<file path="src/cct_pkg.sv">
package cct_pkg;

  // Register indices as printed; the APB byte address is four times the index
  localparam int unsigned    CCT_ADDR_W     = 12;
  localparam logic [9:0]     CCT_IDX_MSTBY  = 10'h008;
  localparam logic [9:0]     CCT_IDX_MODE   = 10'h120;
  localparam logic [9:0]     CCT_IDX_CTRL1  = 10'h121;
  localparam logic [9:0]     CCT_IDX_IEN    = 10'h122;
  localparam logic [9:0]     CCT_IDX_FLAGS  = 10'h123;
  localparam logic [9:0]     CCT_IDX_IOAB   = 10'h124;
  localparam logic [9:0]     CCT_IDX_IOCD   = 10'h125;
  localparam logic [9:0]     CCT_IDX_CNT    = 10'h126;
  localparam logic [9:0]     CCT_IDX_GRA    = 10'h128;
  localparam logic [9:0]     CCT_IDX_GRB    = 10'h12a;
  localparam logic [9:0]     CCT_IDX_GRC    = 10'h12c;
  localparam logic [9:0]     CCT_IDX_GRD    = 10'h12e;
  // Range that the standby bit locks out
  localparam logic [9:0]     CCT_IDX_LO     = 10'h120;
  localparam logic [9:0]     CCT_IDX_HI     = 10'h133;

  // Reset values
  localparam logic [7:0]     CCT_RST_MSTBY  = 8'h00;
  localparam logic [7:0]     CCT_RST_MODE   = 8'h48;
  localparam logic [7:0]     CCT_RST_CTRL1  = 8'h00;
  localparam logic [7:0]     CCT_RST_IEN    = 8'h70;
  localparam logic [7:0]     CCT_RST_IOAB   = 8'h80;
  localparam logic [7:0]     CCT_RST_IOCD   = 8'h88;

  // Unassigned bits, read as one except in standby, when reads of these registers return zero
  localparam logic [7:0]     CCT_ONES_MODE  = 8'h40;
  localparam logic [7:0]     CCT_ONES_IEN   = 8'h70;
  localparam logic [7:0]     CCT_ONES_FLAGS = 8'h70;
  localparam logic [7:0]     CCT_ONES_IOAB  = 8'h80;

  // Field positions
  localparam int unsigned    CCT_B_SLEEP    = 5;
  localparam int unsigned    CCT_B_W2N      = 3;
  localparam int unsigned    CCT_B_BUFC     = 4;
  localparam int unsigned    CCT_B_BUFD     = 5;
  localparam int unsigned    CCT_B_RUN      = 7;
  localparam int unsigned    CCT_B_SRC_LO   = 4;
  localparam int unsigned    CCT_B_COUNTER_CLEAR_SEL     = 7;
  localparam int unsigned    CCT_B_WRAP     = 7;
  localparam int unsigned    CCT_B_CAPSEL0  = 2;
  localparam int unsigned    CCT_B_CAPSRC   = 3;
  localparam int unsigned    CCT_B_CAPSEL1  = 6;
  localparam int unsigned    CCT_B_ROLE0    = 3;
  localparam int unsigned    CCT_B_ROLE1    = 7;
  localparam int unsigned    CCT_B_EDGE1    = 4;

  // Count source codes
  localparam logic [2:0]     CCT_SRC_F1     = 3'h0;
  localparam logic [2:0]     CCT_SRC_F2     = 3'h1;
  localparam logic [2:0]     CCT_SRC_F4     = 3'h2;
  localparam logic [2:0]     CCT_SRC_F8     = 3'h3;
  localparam logic [2:0]     CCT_SRC_F32    = 3'h4;
  localparam logic [2:0]     CCT_SRC_EXT    = 3'h5;

  // Capture edge codes
  localparam logic [1:0]     CCT_EDGE_RISE  = 2'h0;
  localparam logic [1:0]     CCT_EDGE_FALL  = 2'h1;

  localparam logic [15:0]    CCT_CNT_TOP    = 16'hffff;
  localparam logic [4:0]     CCT_DIV_ONE    = 5'h01;
  localparam logic [15:0]    CCT_CNT_ONE    = 16'h0001;

endpackage : cct_pkg

</file>
<file path="src/cct_timer_ctrl.sv">
// Added by the designer: the APB interface to the registers.
`timescale 1ns/1ps

module cct_timer_ctrl
  import cct_pkg::*;
(
  input  wire logic                  pclk,
  input  wire logic                  presetn,
  input  wire logic                  psel,
  input  wire logic                  penable,
  input  wire logic                  pwrite,
  input  wire logic [CCT_ADDR_W-1:0] paddr,
  input  wire logic [31:0]           pwdata,
  output logic      [31:0]           prdata,
  output logic                       pready,
  output logic                       pslverr,
  input  wire logic                  ext_count_clock_pin,
  input  wire logic                  channel_a_pin,
  input  wire logic                  channel_b_pin,
  input  wire logic                  channel_c_pin,
  input  wire logic                  channel_d_pin,
  input  wire logic                  slow_osc_div_signal,
  output logic                       chan_a_irq,
  output logic                       chan_b_irq,
  output logic                       chan_c_irq,
  output logic                       chan_d_irq,
  output logic                       wrap_irq,
  output logic                       timer_clock_on
);

  ////////////////////////////////////////////////////////////////////////////
  // State
  logic [7:0]  mstby_ff, nxt_mstby;
  logic [7:0]  mode_ff, nxt_mode;
  logic [7:0]  ctrl1_ff, nxt_ctrl1;
  logic [7:0]  ien_ff, nxt_ien;
  logic [7:0]  ioab_ff, nxt_ioab;
  logic [7:0]  iocd_ff, nxt_iocd;
  logic [4:0]  flags_ff, nxt_flags;
  logic [4:0]  armed_ff, nxt_armed;
  logic [15:0] cnt_ff, nxt_cnt;
  logic [15:0] gr_ff [4];
  logic [15:0] nxt_gr [4];
  logic [4:0]  div_ff, nxt_div;
  logic [5:0]  sync1_ff, nxt_sync1;
  logic [5:0]  sync2_ff, nxt_sync2;
  logic [5:0]  prev_ff, nxt_prev;
  logic [31:0] prdata_ff, nxt_prdata;
  logic        pready_ff, nxt_pready;
  logic        pslverr_ff, nxt_pslverr;
  logic [4:0]  irq_ff, nxt_irq;
  logic        clk_on_ff, nxt_clk_on;

  ////////////////////////////////////////////////////////////////////////////
  // Decode helpers
  function automatic logic hit(input logic [CCT_ADDR_W-1:0] a, input logic [9:0] idx);
    hit = (a[CCT_ADDR_W-1:2] == idx);
  endfunction : hit

  function automatic logic edge_hit(input logic [1:0] sel, input logic now, input logic was);
    logic rise;
    logic fall;
    rise = now & ~was;
    fall = ~now & was;
    unique case (sel)
      CCT_EDGE_RISE: edge_hit = rise;
      CCT_EDGE_FALL: edge_hit = fall;
      default:       edge_hit = rise | fall;
    endcase
  endfunction : edge_hit

  ////////////////////////////////////////////////////////////////////////////
  // Per-channel configuration
  logic       sleeping;
  logic       running;
  logic       tick;
  logic [3:0] timer_ch;
  logic [3:0] cap_en;
  logic [3:0] cmp_en;
  logic [3:0] cap_hit;
  logic [3:0] match;
  logic [3:0] role_ok;
  logic [3:0] pin_now;
  logic [3:0] pin_was;
  logic [1:0] edge_sel [4];
  logic [3:0] cap_sel;
  logic       ext_rise;
  logic       wrap_ev;
  logic       clr_cnt;

  assign sleeping = mstby_ff[CCT_B_SLEEP];
  // Stopping all activity stands in for the gated clock, so no clock gate is needed
  assign running  = mode_ff[CCT_B_RUN] & ~sleeping;

  assign cap_sel     = {iocd_ff[CCT_B_CAPSEL1], iocd_ff[CCT_B_CAPSEL0],
                        ioab_ff[CCT_B_CAPSEL1], ioab_ff[CCT_B_CAPSEL0]};
  assign edge_sel[0] = ioab_ff[1:0];
  assign edge_sel[1] = ioab_ff[CCT_B_EDGE1+1:CCT_B_EDGE1];
  assign edge_sel[2] = iocd_ff[1:0];
  assign edge_sel[3] = iocd_ff[CCT_B_EDGE1+1:CCT_B_EDGE1];
  // Role bit low keeps C or D as an output holding register, out of compare/capture in timer mode
  assign role_ok     = {iocd_ff[CCT_B_ROLE1], iocd_ff[CCT_B_ROLE0], 2'b11};

  // Channel A may capture the slow oscillator signal instead of its pin
  assign pin_now = {sync2_ff[3:1],
                    ioab_ff[CCT_B_CAPSRC] ? sync2_ff[0] : sync2_ff[5]};
  assign pin_was = {prev_ff[3:1],
                    ioab_ff[CCT_B_CAPSRC] ? prev_ff[0] : prev_ff[5]};
  assign ext_rise = sync2_ff[4] & ~prev_ff[4];

  // Channel A has no pulse bit; it runs in timer mode only while WAVEFORM2_SELECT_N is set
  assign timer_ch[0] = mode_ff[CCT_B_W2N];

  genvar gi;
  generate
    for (gi = 1; gi < 4; gi++) begin : g_mode
      assign timer_ch[gi] = mode_ff[CCT_B_W2N] & ~mode_ff[gi-1];
    end
    for (gi = 0; gi < 4; gi++) begin : g_chan
      assign cap_en[gi]  = timer_ch[gi] & cap_sel[gi] & role_ok[gi];
      assign cap_hit[gi] = running & cap_en[gi] &
                           edge_hit(edge_sel[gi], pin_now[gi], pin_was[gi]);
      // Pulse modes ignore the I/O control bits, so those channels always compare
      assign cmp_en[gi]  = ~timer_ch[gi] | (~cap_sel[gi] & role_ok[gi]);
      // Buffered C/D still compare against the counter
      assign match[gi]   = tick & cmp_en[gi] & (cnt_ff == gr_ff[gi]);
    end
  endgenerate

  ////////////////////////////////////////////////////////////////////////////
  // Count source
  always_comb begin
    unique case (ctrl1_ff[CCT_B_SRC_LO+2:CCT_B_SRC_LO])
      CCT_SRC_F1:  tick = running;
      CCT_SRC_F2:  tick = running & div_ff[0];
      CCT_SRC_F4:  tick = running & (&div_ff[1:0]);
      CCT_SRC_F8:  tick = running & (&div_ff[2:0]);
      CCT_SRC_F32: tick = running & (&div_ff);
      CCT_SRC_EXT: tick = running & ext_rise;
      default:     tick = 1'b0;
    endcase
  end

  assign wrap_ev = tick & (cnt_ff == CCT_CNT_TOP);
  assign clr_cnt = ctrl1_ff[CCT_B_COUNTER_CLEAR_SEL] & (cap_hit[0] | match[0]);

  ////////////////////////////////////////////////////////////////////////////
  // Bus decode
  logic        access;
  logic        done;
  logic        in_range;
  logic        blocked;
  logic        mapped;
  logic        wr_ok;
  logic        rd_ok;
  logic [4:0]  clr_mask;
  logic [15:0] rd16;

  assign access   = psel & penable;
  assign done     = access & pready_ff;
  assign in_range = (paddr[CCT_ADDR_W-1:2] >= CCT_IDX_LO) &&
                    (paddr[CCT_ADDR_W-1:2] <= CCT_IDX_HI);
  assign blocked  = sleeping & in_range;
  assign mapped   = hit(paddr, CCT_IDX_MSTBY) | hit(paddr, CCT_IDX_MODE) |
                    hit(paddr, CCT_IDX_CTRL1) | hit(paddr, CCT_IDX_IEN)  |
                    hit(paddr, CCT_IDX_FLAGS) | hit(paddr, CCT_IDX_IOAB) |
                    hit(paddr, CCT_IDX_IOCD)  | hit(paddr, CCT_IDX_CNT)  |
                    hit(paddr, CCT_IDX_GRA)   | hit(paddr, CCT_IDX_GRB)  |
                    hit(paddr, CCT_IDX_GRC)   | hit(paddr, CCT_IDX_GRD);

  // Refused accesses neither store nor arm, so a locked timer keeps its state
  assign wr_ok    = done & pwrite & ~blocked;
  assign rd_ok    = done & ~pwrite & ~blocked;

  // Only flags that were returned as one are armed for clearing
  assign clr_mask = (wr_ok & hit(paddr, CCT_IDX_FLAGS)) ?
                    (armed_ff & ~{pwdata[CCT_B_WRAP], pwdata[3:0]}) : 5'h00;

  always_comb begin
    rd16 = 16'h0000;
    if (hit(paddr, CCT_IDX_MSTBY)) rd16 = {8'h00, mstby_ff};
    if (hit(paddr, CCT_IDX_MODE))  rd16 = {8'h00, mode_ff | CCT_ONES_MODE};
    if (hit(paddr, CCT_IDX_CTRL1)) rd16 = {8'h00, ctrl1_ff};
    if (hit(paddr, CCT_IDX_IEN))   rd16 = {8'h00, ien_ff | CCT_ONES_IEN};
    if (hit(paddr, CCT_IDX_FLAGS)) rd16 = {8'h00, flags_ff[4], 3'b000,
                                           flags_ff[3:0]} | {8'h00, CCT_ONES_FLAGS};
    if (hit(paddr, CCT_IDX_IOAB))  rd16 = {8'h00, ioab_ff | CCT_ONES_IOAB};
    if (hit(paddr, CCT_IDX_IOCD))  rd16 = {8'h00, iocd_ff};
    if (hit(paddr, CCT_IDX_CNT))   rd16 = cnt_ff;
    if (hit(paddr, CCT_IDX_GRA))   rd16 = gr_ff[0];
    if (hit(paddr, CCT_IDX_GRB))   rd16 = gr_ff[1];
    if (hit(paddr, CCT_IDX_GRC))   rd16 = gr_ff[2];
    if (hit(paddr, CCT_IDX_GRD))   rd16 = gr_ff[3];
  end

  ////////////////////////////////////////////////////////////////////////////
  // Next state
  always_comb begin
    nxt_mstby   = mstby_ff;
    nxt_mode    = mode_ff;
    nxt_ctrl1   = ctrl1_ff;
    nxt_ien     = ien_ff;
    nxt_ioab    = ioab_ff;
    nxt_iocd    = iocd_ff;
    nxt_cnt     = cnt_ff;
    nxt_gr      = gr_ff;
    nxt_armed   = armed_ff;
    nxt_div     = running ? div_ff + CCT_DIV_ONE : 5'h00;

    // Counter and general register hardware updates
    if (clr_cnt) begin
      nxt_cnt = 16'h0000;
    end else if (tick) begin
      nxt_cnt = cnt_ff + CCT_CNT_ONE;
    end
    for (int i = 0; i < 4; i++) begin
      if (cap_hit[i]) begin
        nxt_gr[i] = cnt_ff;
      end
    end
    // Buffer pairs: capture shifts the old value down, compare reloads from the buffer
    if (mode_ff[CCT_B_BUFC]) begin
      if (cap_hit[0]) nxt_gr[2] = gr_ff[0];
      if (match[0]) nxt_gr[0] = gr_ff[2];
    end
    if (mode_ff[CCT_B_BUFD]) begin
      if (cap_hit[1]) nxt_gr[3] = gr_ff[1];
      if (match[1]) nxt_gr[1] = gr_ff[3];
    end

    // A read of the flags arms exactly the bits returned as one
    if (rd_ok & hit(paddr, CCT_IDX_FLAGS)) begin
      nxt_armed = {prdata_ff[CCT_B_WRAP], prdata_ff[3:0]};
    end

    // Software writes take effect on the completing edge; software wins over hardware, except that a new flag event wins over a flag clear
    if (wr_ok) begin
      if (hit(paddr, CCT_IDX_MSTBY)) nxt_mstby = pwdata[7:0];
      if (hit(paddr, CCT_IDX_MODE))  nxt_mode  = pwdata[7:0] & ~CCT_ONES_MODE;
      if (hit(paddr, CCT_IDX_CTRL1)) nxt_ctrl1 = pwdata[7:0];
      if (hit(paddr, CCT_IDX_IEN))   nxt_ien   = pwdata[7:0] & ~CCT_ONES_IEN;
      if (hit(paddr, CCT_IDX_FLAGS)) nxt_armed = 5'h00;
      if (hit(paddr, CCT_IDX_IOAB))  nxt_ioab  = pwdata[7:0] & ~CCT_ONES_IOAB;
      if (hit(paddr, CCT_IDX_IOCD))  nxt_iocd  = pwdata[7:0];
      if (hit(paddr, CCT_IDX_CNT))   nxt_cnt   = pwdata[15:0];
      if (hit(paddr, CCT_IDX_GRA))   nxt_gr[0] = pwdata[15:0];
      if (hit(paddr, CCT_IDX_GRB))   nxt_gr[1] = pwdata[15:0];
      if (hit(paddr, CCT_IDX_GRC))   nxt_gr[2] = pwdata[15:0];
      if (hit(paddr, CCT_IDX_GRD))   nxt_gr[3] = pwdata[15:0];
    end

    // A new event wins over a clear in the same cycle
    nxt_flags = (flags_ff & ~clr_mask) | {wrap_ev, cap_hit | match};
  end

  ////////////////////////////////////////////////////////////////////////////
  // Registers
  always_ff @(posedge pclk or negedge presetn) begin
    if (!presetn) begin
      mstby_ff   <= CCT_RST_MSTBY;
      mode_ff    <= CCT_RST_MODE & ~CCT_ONES_MODE;
      ctrl1_ff   <= CCT_RST_CTRL1;
      ien_ff     <= CCT_RST_IEN & ~CCT_ONES_IEN;
      ioab_ff    <= CCT_RST_IOAB & ~CCT_ONES_IOAB;
      iocd_ff    <= CCT_RST_IOCD;
      flags_ff   <= 5'h00;
      armed_ff   <= 5'h00;
      cnt_ff     <= 16'h0000;
      for (int i = 0; i < 4; i++) begin
        gr_ff[i] <= 16'hffff;
      end
      div_ff     <= 5'h00;
    end else begin
      mstby_ff   <= nxt_mstby;
      mode_ff    <= nxt_mode;
      ctrl1_ff   <= nxt_ctrl1;
      ien_ff     <= nxt_ien;
      ioab_ff    <= nxt_ioab;
      iocd_ff    <= nxt_iocd;
      flags_ff   <= nxt_flags;
      armed_ff   <= nxt_armed;
      cnt_ff     <= nxt_cnt;
      gr_ff      <= nxt_gr;
      div_ff     <= nxt_div;
    end
  end

  ////////////////////////////////////////////////////////////////////////////
  // Pin sampling
  always_comb begin
    nxt_sync1 = {slow_osc_div_signal, ext_count_clock_pin, channel_d_pin,
                 channel_c_pin, channel_b_pin, channel_a_pin};
    nxt_sync2 = sync1_ff;
    nxt_prev  = sync2_ff;
  end

  // Two stages before any edge logic; the third stage only remembers the old level
  always_ff @(posedge pclk or negedge presetn) begin
    if (!presetn) begin
      sync1_ff <= 6'h00;
      sync2_ff <= 6'h00;
      prev_ff  <= 6'h00;
    end else begin
      sync1_ff <= nxt_sync1;
      sync2_ff <= nxt_sync2;
      prev_ff  <= nxt_prev;
    end
  end

  ////////////////////////////////////////////////////////////////////////////
  // Bus response
  always_comb begin
    nxt_pready  = access & ~pready_ff;
    nxt_prdata  = prdata_ff;
    nxt_pslverr = pslverr_ff;
    // One wait state: data and status are registered in the first access cycle
    if (access & ~pready_ff) begin
      nxt_prdata  = (blocked | ~mapped | pwrite) ? 32'h0000_0000 : {16'h0000, rd16};
      nxt_pslverr = blocked | ~mapped;
    end
  end

  always_ff @(posedge pclk or negedge presetn) begin
    if (!presetn) begin
      prdata_ff  <= 32'h0000_0000;
      pready_ff  <= 1'b0;
      pslverr_ff <= 1'b0;
    end else begin
      prdata_ff  <= nxt_prdata;
      pready_ff  <= nxt_pready;
      pslverr_ff <= nxt_pslverr;
    end
  end

  ////////////////////////////////////////////////////////////////////////////
  // Requests and clock enable
  always_comb begin
    nxt_irq    = flags_ff & {ien_ff[CCT_B_WRAP], ien_ff[3:0]};
    nxt_clk_on = ~sleeping;
  end

  always_ff @(posedge pclk or negedge presetn) begin
    if (!presetn) begin
      irq_ff    <= 5'h00;
      clk_on_ff <= 1'b0;
    end else begin
      irq_ff    <= nxt_irq;
      clk_on_ff <= nxt_clk_on;
    end
  end

  assign prdata         = prdata_ff;
  assign pready         = pready_ff;
  assign pslverr        = pslverr_ff;
  assign chan_a_irq     = irq_ff[0];
  assign chan_b_irq     = irq_ff[1];
  assign chan_c_irq     = irq_ff[2];
  assign chan_d_irq     = irq_ff[3];
  assign wrap_irq       = irq_ff[4];
  assign timer_clock_on = clk_on_ff;

endmodule : cct_timer_ctrl

</file>
<file path="config.mk">
export PLATFORM = sky130hd
export DESIGN_NAME = cct_timer_ctrl
export DESIGN_NICKNAME = d
export VERILOG_FILES = /design/src/cct_pkg.sv /design/src/cct_timer_ctrl.sv
export SDC_FILE = /design/constraint.sdc
export NUM_CORES = 1
export LEC_CHECK = 0
export BUFFER_PORTS_ARGS = -buffer_cell sky130_fd_sc_hd__buf_2
export CORE_MARGIN = 3
export CORE_UTILIZATION = 41
export CTS_CLUSTER_SIZE = 14
export DETAILED_ROUTE_END_ITERATION = 16
export PLACE_DENSITY = 0.67
export SLEW_MARGIN = 40
export SYNTH_ARGS = -nofsm -noshare
export SYNTH_HDL_FRONTEND = slang
export SYNTH_SLANG_ARGS = --single-unit
</file>
<file path="constraint.sdc">
create_clock -name pclk -period 5.9 [get_ports pclk]
set_clock_uncertainty 0.05 [all_clocks]
set_input_delay 1.77 -clock pclk [delete_from_list [all_inputs] [get_ports pclk]]
set_output_delay 1.77 -clock pclk [all_outputs]
set_load 0.02 [all_outputs]
</file>
# Yosys cells after proc, flatten, opt, wreduce, memory -nomap -nowiden
# Cells that the tools add are included.
# totals
reg_bits,196
# op_classes
n_reduce_logical,15
n_lt_le_gt_ge,2
bitwise,108
n_mux,46
eq_ne,26
addsub,2
# ops
operator,n
16-bit 2-to-1 mux,32
10-bit by 9-bit == test with 1-bit output (second input constant),11
16-bit == test,4
64-bit 2-to-1 mux,1
1-bit bitwise AND,54
5-bit 2-to-1 mux,5
1-bit NOT,25
1-bit bitwise OR,22
16-bit by 1-bit adder with 16-bit output (second input constant),1
16-bit == test (second input constant),1
5-bit bitwise AND,3
2-bit AND reduction,7
10-bit by 4-bit == test with 1-bit output (second input constant),1
10-bit by 9-bit >= comparator with 1-bit output (second input constant),1
10-bit by 9-bit less-or-equal comparator with 1-bit output (second input constant),1
5-bit NOT,2
2-bit by 1-bit == test with 1-bit output (second input constant),4
2-bit zero test,4
8-bit 2-to-1 mux,1
1-bit one-hot mux with 2 select lines,4
3-bit by 2-bit == test with 1-bit output (second input constant),2
3-bit == test (second input constant),2
1-bit one-hot mux with 6 select lines,1
5-bit by 1-bit adder with 5-bit output (second input constant),1
8 further kinds,9

# Logic depth before layout (Yosys ltp)
# logic_depth
word_depth,16
mapped_depth,11
mapped_depth_nobuf,9

# Worst setup path before layout
# No wires, ideal clock.
# synth_path
kind,input-to-reg
start,input port paddr[11]
end,"register prdata_ff[7], in the netlist prdata[7]"
setup_ps,76
arrival_time_ps,3493
path_slack_ps,2281
stages,8
path_cell_list,or4_1 > buf_2 > nor2_4 > a21oi_1 > or4_1 > buf_2 > a211o_1 > o21ai_1
# synth_via
elab_chain_len,16
# synth_lines
element,line,rtl
start: declaration,cct_timer_ctrl.sv:12,"input wire logic [CCT_ADDR_W-1:0] paddr,"
10-bit by 4-bit == test with 1-bit output / 10-bit by 9-bit == test with 1-bit output (equally long branches),cct_timer_ctrl.sv:57,hit = (a[CCT_ADDR_W-1:2] == idx);
1-bit bitwise OR (2 in a row),cct_timer_ctrl.sv:164,"assign mapped = hit(paddr, CCT_IDX_MSTBY) | hit(paddr, CCT_IDX_MODE) |"
1-bit bitwise OR (2 in a row),cct_timer_ctrl.sv:165,"hit(paddr, CCT_IDX_CTRL1) | hit(paddr, CCT_IDX_IEN) |"
1-bit bitwise OR (2 in a row),cct_timer_ctrl.sv:166,"hit(paddr, CCT_IDX_FLAGS) | hit(paddr, CCT_IDX_IOAB) |"
1-bit bitwise OR (2 in a row),cct_timer_ctrl.sv:167,"hit(paddr, CCT_IDX_IOCD) | hit(paddr, CCT_IDX_CNT) |"
1-bit bitwise OR (2 in a row),cct_timer_ctrl.sv:168,"hit(paddr, CCT_IDX_GRA) | hit(paddr, CCT_IDX_GRB) |"
1-bit bitwise OR,cct_timer_ctrl.sv:169,"hit(paddr, CCT_IDX_GRC) | hit(paddr, CCT_IDX_GRD);"
1-bit NOT,cct_timer_ctrl.sv:318,"nxt_prdata = (blocked | ~mapped | pwrite) ? 32'h0000_0000 : {16'h0000, rd16};"
1-bit bitwise OR (2 in a row),cct_timer_ctrl.sv:318,
16-bit 2-to-1 mux *,cct_timer_ctrl.sv:318,
end signal: assignment,cct_timer_ctrl.sv:329,prdata_ff <= nxt_prdata;
end: declaration,cct_timer_ctrl.sv:48,"logic [31:0] prdata_ff, nxt_prdata;"
# Every way passes the cells marked *; elsewhere a longest branch is shown, timed or not.
# A chain may end at the register's enable or synchronous reset.

==> results.md <==
* Synth Cell Area at 0.0114 sq mm
* Final Cycle Share at 0.684
* Slowest cell delay on critical path at 0.75 ns
* Worst reg-to-reg path cell count at 11
* Logic gate share of total power at 0.076
* WHS Path Cells at 0
* Post-synth EDFFs at 0
* H-Tree Level Count at 4
* Status: finished clean
* Worst r2r src: div_ff[0]
* Leak pwr at 4.82 nW
* Main flop type after synthesis: dfrtp_1
* Max-slew violations at 0
* PwrDens at 208 mW/mm^2
* DRC at 0
* Max-Cap Viols at 0
* Initial Util at 0.420
* Post-synthesis cell type count at 77
* 1st-iter DRT viols at 1125
* Routed wire per std cell at 22.4 um
* P_int at 1.91 mW
* Post-layout min period at 4.03 ns
* Commonest cells after routing, fill and taps aside: 113 x dfrtp_1, 104 x nand2_1, 95 x nor2_1
* IO Count at 95
* YS warnings at 0
* Setup TNS at 0 ns
* Final Hold Vio Count at 0
* Switching pwr at 0.704 mW
* Final setup violation count at 0
* GR Util All Layers at 0.240
* Largest net degree at the start of global routing at 117
* NumNets Final at 1291
* Switching Fraction at 0.269
* I/O Buffers at 60
* Number of synthesized register bits at 180
* DR vias at 9750
* Power, Total at 2.62 mW
* Hold_buf cts at 0
* Number of antenna violations at the first check in global routing at 0
* Drt pass-1 iters at 6
* Critical path's slowest cell: or4_1
* Area of the multi-input gates at 0.00628 sq mm
* Commonest non-fill, non-tap cell in the layout: dfrtp_1
* Row Count at 60
* Die height at 173 um
* Clock power share at 0.443
* Relative slew slack at 0.448
* Fmax achieved at 248 MHz
* Worst-path fanout max at 18
* Layout cell share with drive strength beyond 1 at 0.228
* Critical-path cell list: buf_2 -> or4_1 -> nor2_4 -> nand2_1 -> nor2_2 -> buf_4 -> a211oi_1 -> a21o_1
* Worst hold endpoint: nxt_prev[4]
* Req. time, crit path at 6.23 ns
* Gr ovfl total at 0
* Synth Area per Inst at 9.39 sq um
* WL final at 36100 um
* Hold Crit Start: nxt_sync2[4]
* Clock Sinks at 180
* Slew @ Worst Pin at 0.824 ns
* Worst setup SP type: input port
* Post-synthesis sequential area ratio at 0.403
* Core area at 0.0271 sq mm
* CTS max path bufs at 2
* P&R area growth vs syn at 10.2%
* Total clock buffers created by CTS at 17
* Die Width at 173 um
* Die area at 0.0298 sq mm
* Synthesized instance count at 1213
* Gpl congestion at 0.961
* DR vias/cell at 6.06
* Worst Path Arrival at 4.36 ns
* RSZ-0062 raised after global routing: false
* Reg-to-Reg End: gr_ff[35]
* Global-route wire length before repair at 56600 um
* Register share of total power at 0.481
* Sequential cell area at 0.00459 sq mm
* Clk slew on worst S/H paths at 0.08 ns
* Filler cells at 2560
* Clock Tree Root: clkbuf_16
* Resized cells post-CTS at 0
* DRT antenna net count at 0
* Peak VDD IR at 0.210 mV
* Worst Hold Class: flip-flop to flip-flop
* Worst-Skew Late Latency at 0.44 ns
* Setup bufs post-CTS at 0
* CTS tree: built
* Asr flop ratio synth at 1.00
* Crit end category: flip-flop
* Post-DP HPWL at 25300 um
* Ant diodes at 0
* Crit path kind: input port to flip-flop
* R2R Setup Slk at 2.80 ns
* Vias in the first global route at 9414
## critical path, delay by kind of cell
kind | cells | cell delay [ns]
and+or+nand+nor | 4 | 1.83
AOI/OAI and AO/OA | 2 | 0.28
buffers and inverters | 2 | 0.48
## flip-flops by register name (all words and copies together) (netlist names), 5 cells and up
signal,flops
ien_ff,5
prev_ff,6
armed_ff,5
mstby_ff,8
div_ff,5
gr_ff,64
iocd_ff,8
mode_ff,7
cnt_ff,16
flags_ff,5
nxt_prev,6
prdata,16
irq_ff,5
nxt_sync2,6
ioab_ff,7
ctrl1_ff,8
## synthesized netlist by cell type (3+ instances only)
master | n | area, sq um
dfrtp_1 | 113 | 2830
nand2_1 | 105 | 394
nor2_1 | 95 | 357
mux2i_1 | 70 | 701
mux2_2 | 69 | 777
dfstp_2 | 67 | 1760
o21ai_0 | 63 | 315
clkbuf_1 | 57 | 214
xor2_1 | 48 | 420
a21oi_1 | 44 | 220
a211oi_1 | 38 | 285
a21o_1 | 37 | 278
o21ai_1 | 34 | 170
xnor2_1 | 31 | 272
inv_1 | 25 | 93.8
buf_2 | 22 | 110
nand2b_1 | 22 | 138
nor3_1 | 22 | 110
nand3_1 | 20 | 100
buf_4 | 18 | 135
o31ai_1 | 17 | 128
nor4_1 | 16 | 100
a31oi_1 | 12 | 75.1
ha_1 | 12 | 150
a32oi_1 | 11 | 96.3
and2_1 | 11 | 68.8
nand4_1 | 11 | 68.8
nor2b_1 | 10 | 62.6
buf_1 | 9 | 33.8
o21a_1 | 8 | 60.1
a22o_1 | 6 | 52.6
a22oi_1 | 6 | 45.0
nand3b_1 | 6 | 45.0
o22ai_1 | 5 | 31.3
a211o_1 | 4 | 35.0
and3_1 | 4 | 25.0
and3b_1 | 4 | 35.0
o211ai_1 | 4 | 30.0
buf_6 | 3 | 33.8
nand4b_1 | 3 | 26.3
or4_1 | 3 | 22.5
## power groups by stage
| stage | Sequential [mW] | Clock [mW] | Combinational, mW |
|---|---|---|---|
| global route | 1.26 | 1.23 | 0.216 |
| CTS | 1.26 | 1.18 | 0.197 |
| detailed placement | 1.28 | 0 | 0.196 |
| floorplan | 1.28 | 0 | 0.115 |
| finish | 1.26 | 1.16 | 0.199 |
| global placement | 1.28 | 0 | 0.192 |
## how the worst max path moves through the flow
stage               slack, ns  cells after the start      start         to
global placement         1.46                      7   paddr[5]  prdata[7]
floorplan                2.28                      8  paddr[11]  prdata[7]
finish                   1.87                      8  paddr[11]  gr_ff[12]
CTS                      1.93                      7   paddr[5]  prdata[7]
global route             1.75                      7   paddr[5]  prdata[7]
detailed placement       1.49                      8  paddr[11]  gr_ff[12]
## kinds of logic after synthesis
family                     share of synthesized area
muxes                                          0.132
and+or+nand+nor                                0.155
xor gates and xnor gates                      0.0607
AOI/OAI and AO/OA                              0.181
buffers and inverters                         0.0551
DFF                                            0.403
other                                       0.000329
adders and majority gates                     0.0132
## layout make-up
cell class,instances,share of cell area
Timing Repair Buffer,86,0.0424
Inverter,27,0.00808
Clock inverter,13,0.0111
Clock buffer,19,0.0353
Multi-Input combinational cell,912,0.500
Tap cell,372,0.0371
Sequential cell,180,0.366
## per-layer routing
layer	GRT usage	share of wire	wire length, um
met4	0.0970	0.037	1350
met3	0.0494	0.089	3210
met5	0	0	0
met1	0.334	0.43	15400
met2	0.367	0.45	16200
## metrics by stage
step                      area (sq um)  worst slack (ns)  hold slack [ns]   util  instances
after floorplan                  11400              2.28            0.281      -       1228
after global placement           11900              1.46            0.283  0.440       1576
after detailed placement         12000              1.49            0.286  0.441       1577
after CTS                        12500              1.93            0.305  0.463       1609
after global routing             12500              1.75            0.318  0.463       1609
final                            12500              1.87            0.302  0.463       1609
Note: power is estimated with default switching activity, not from simulation.
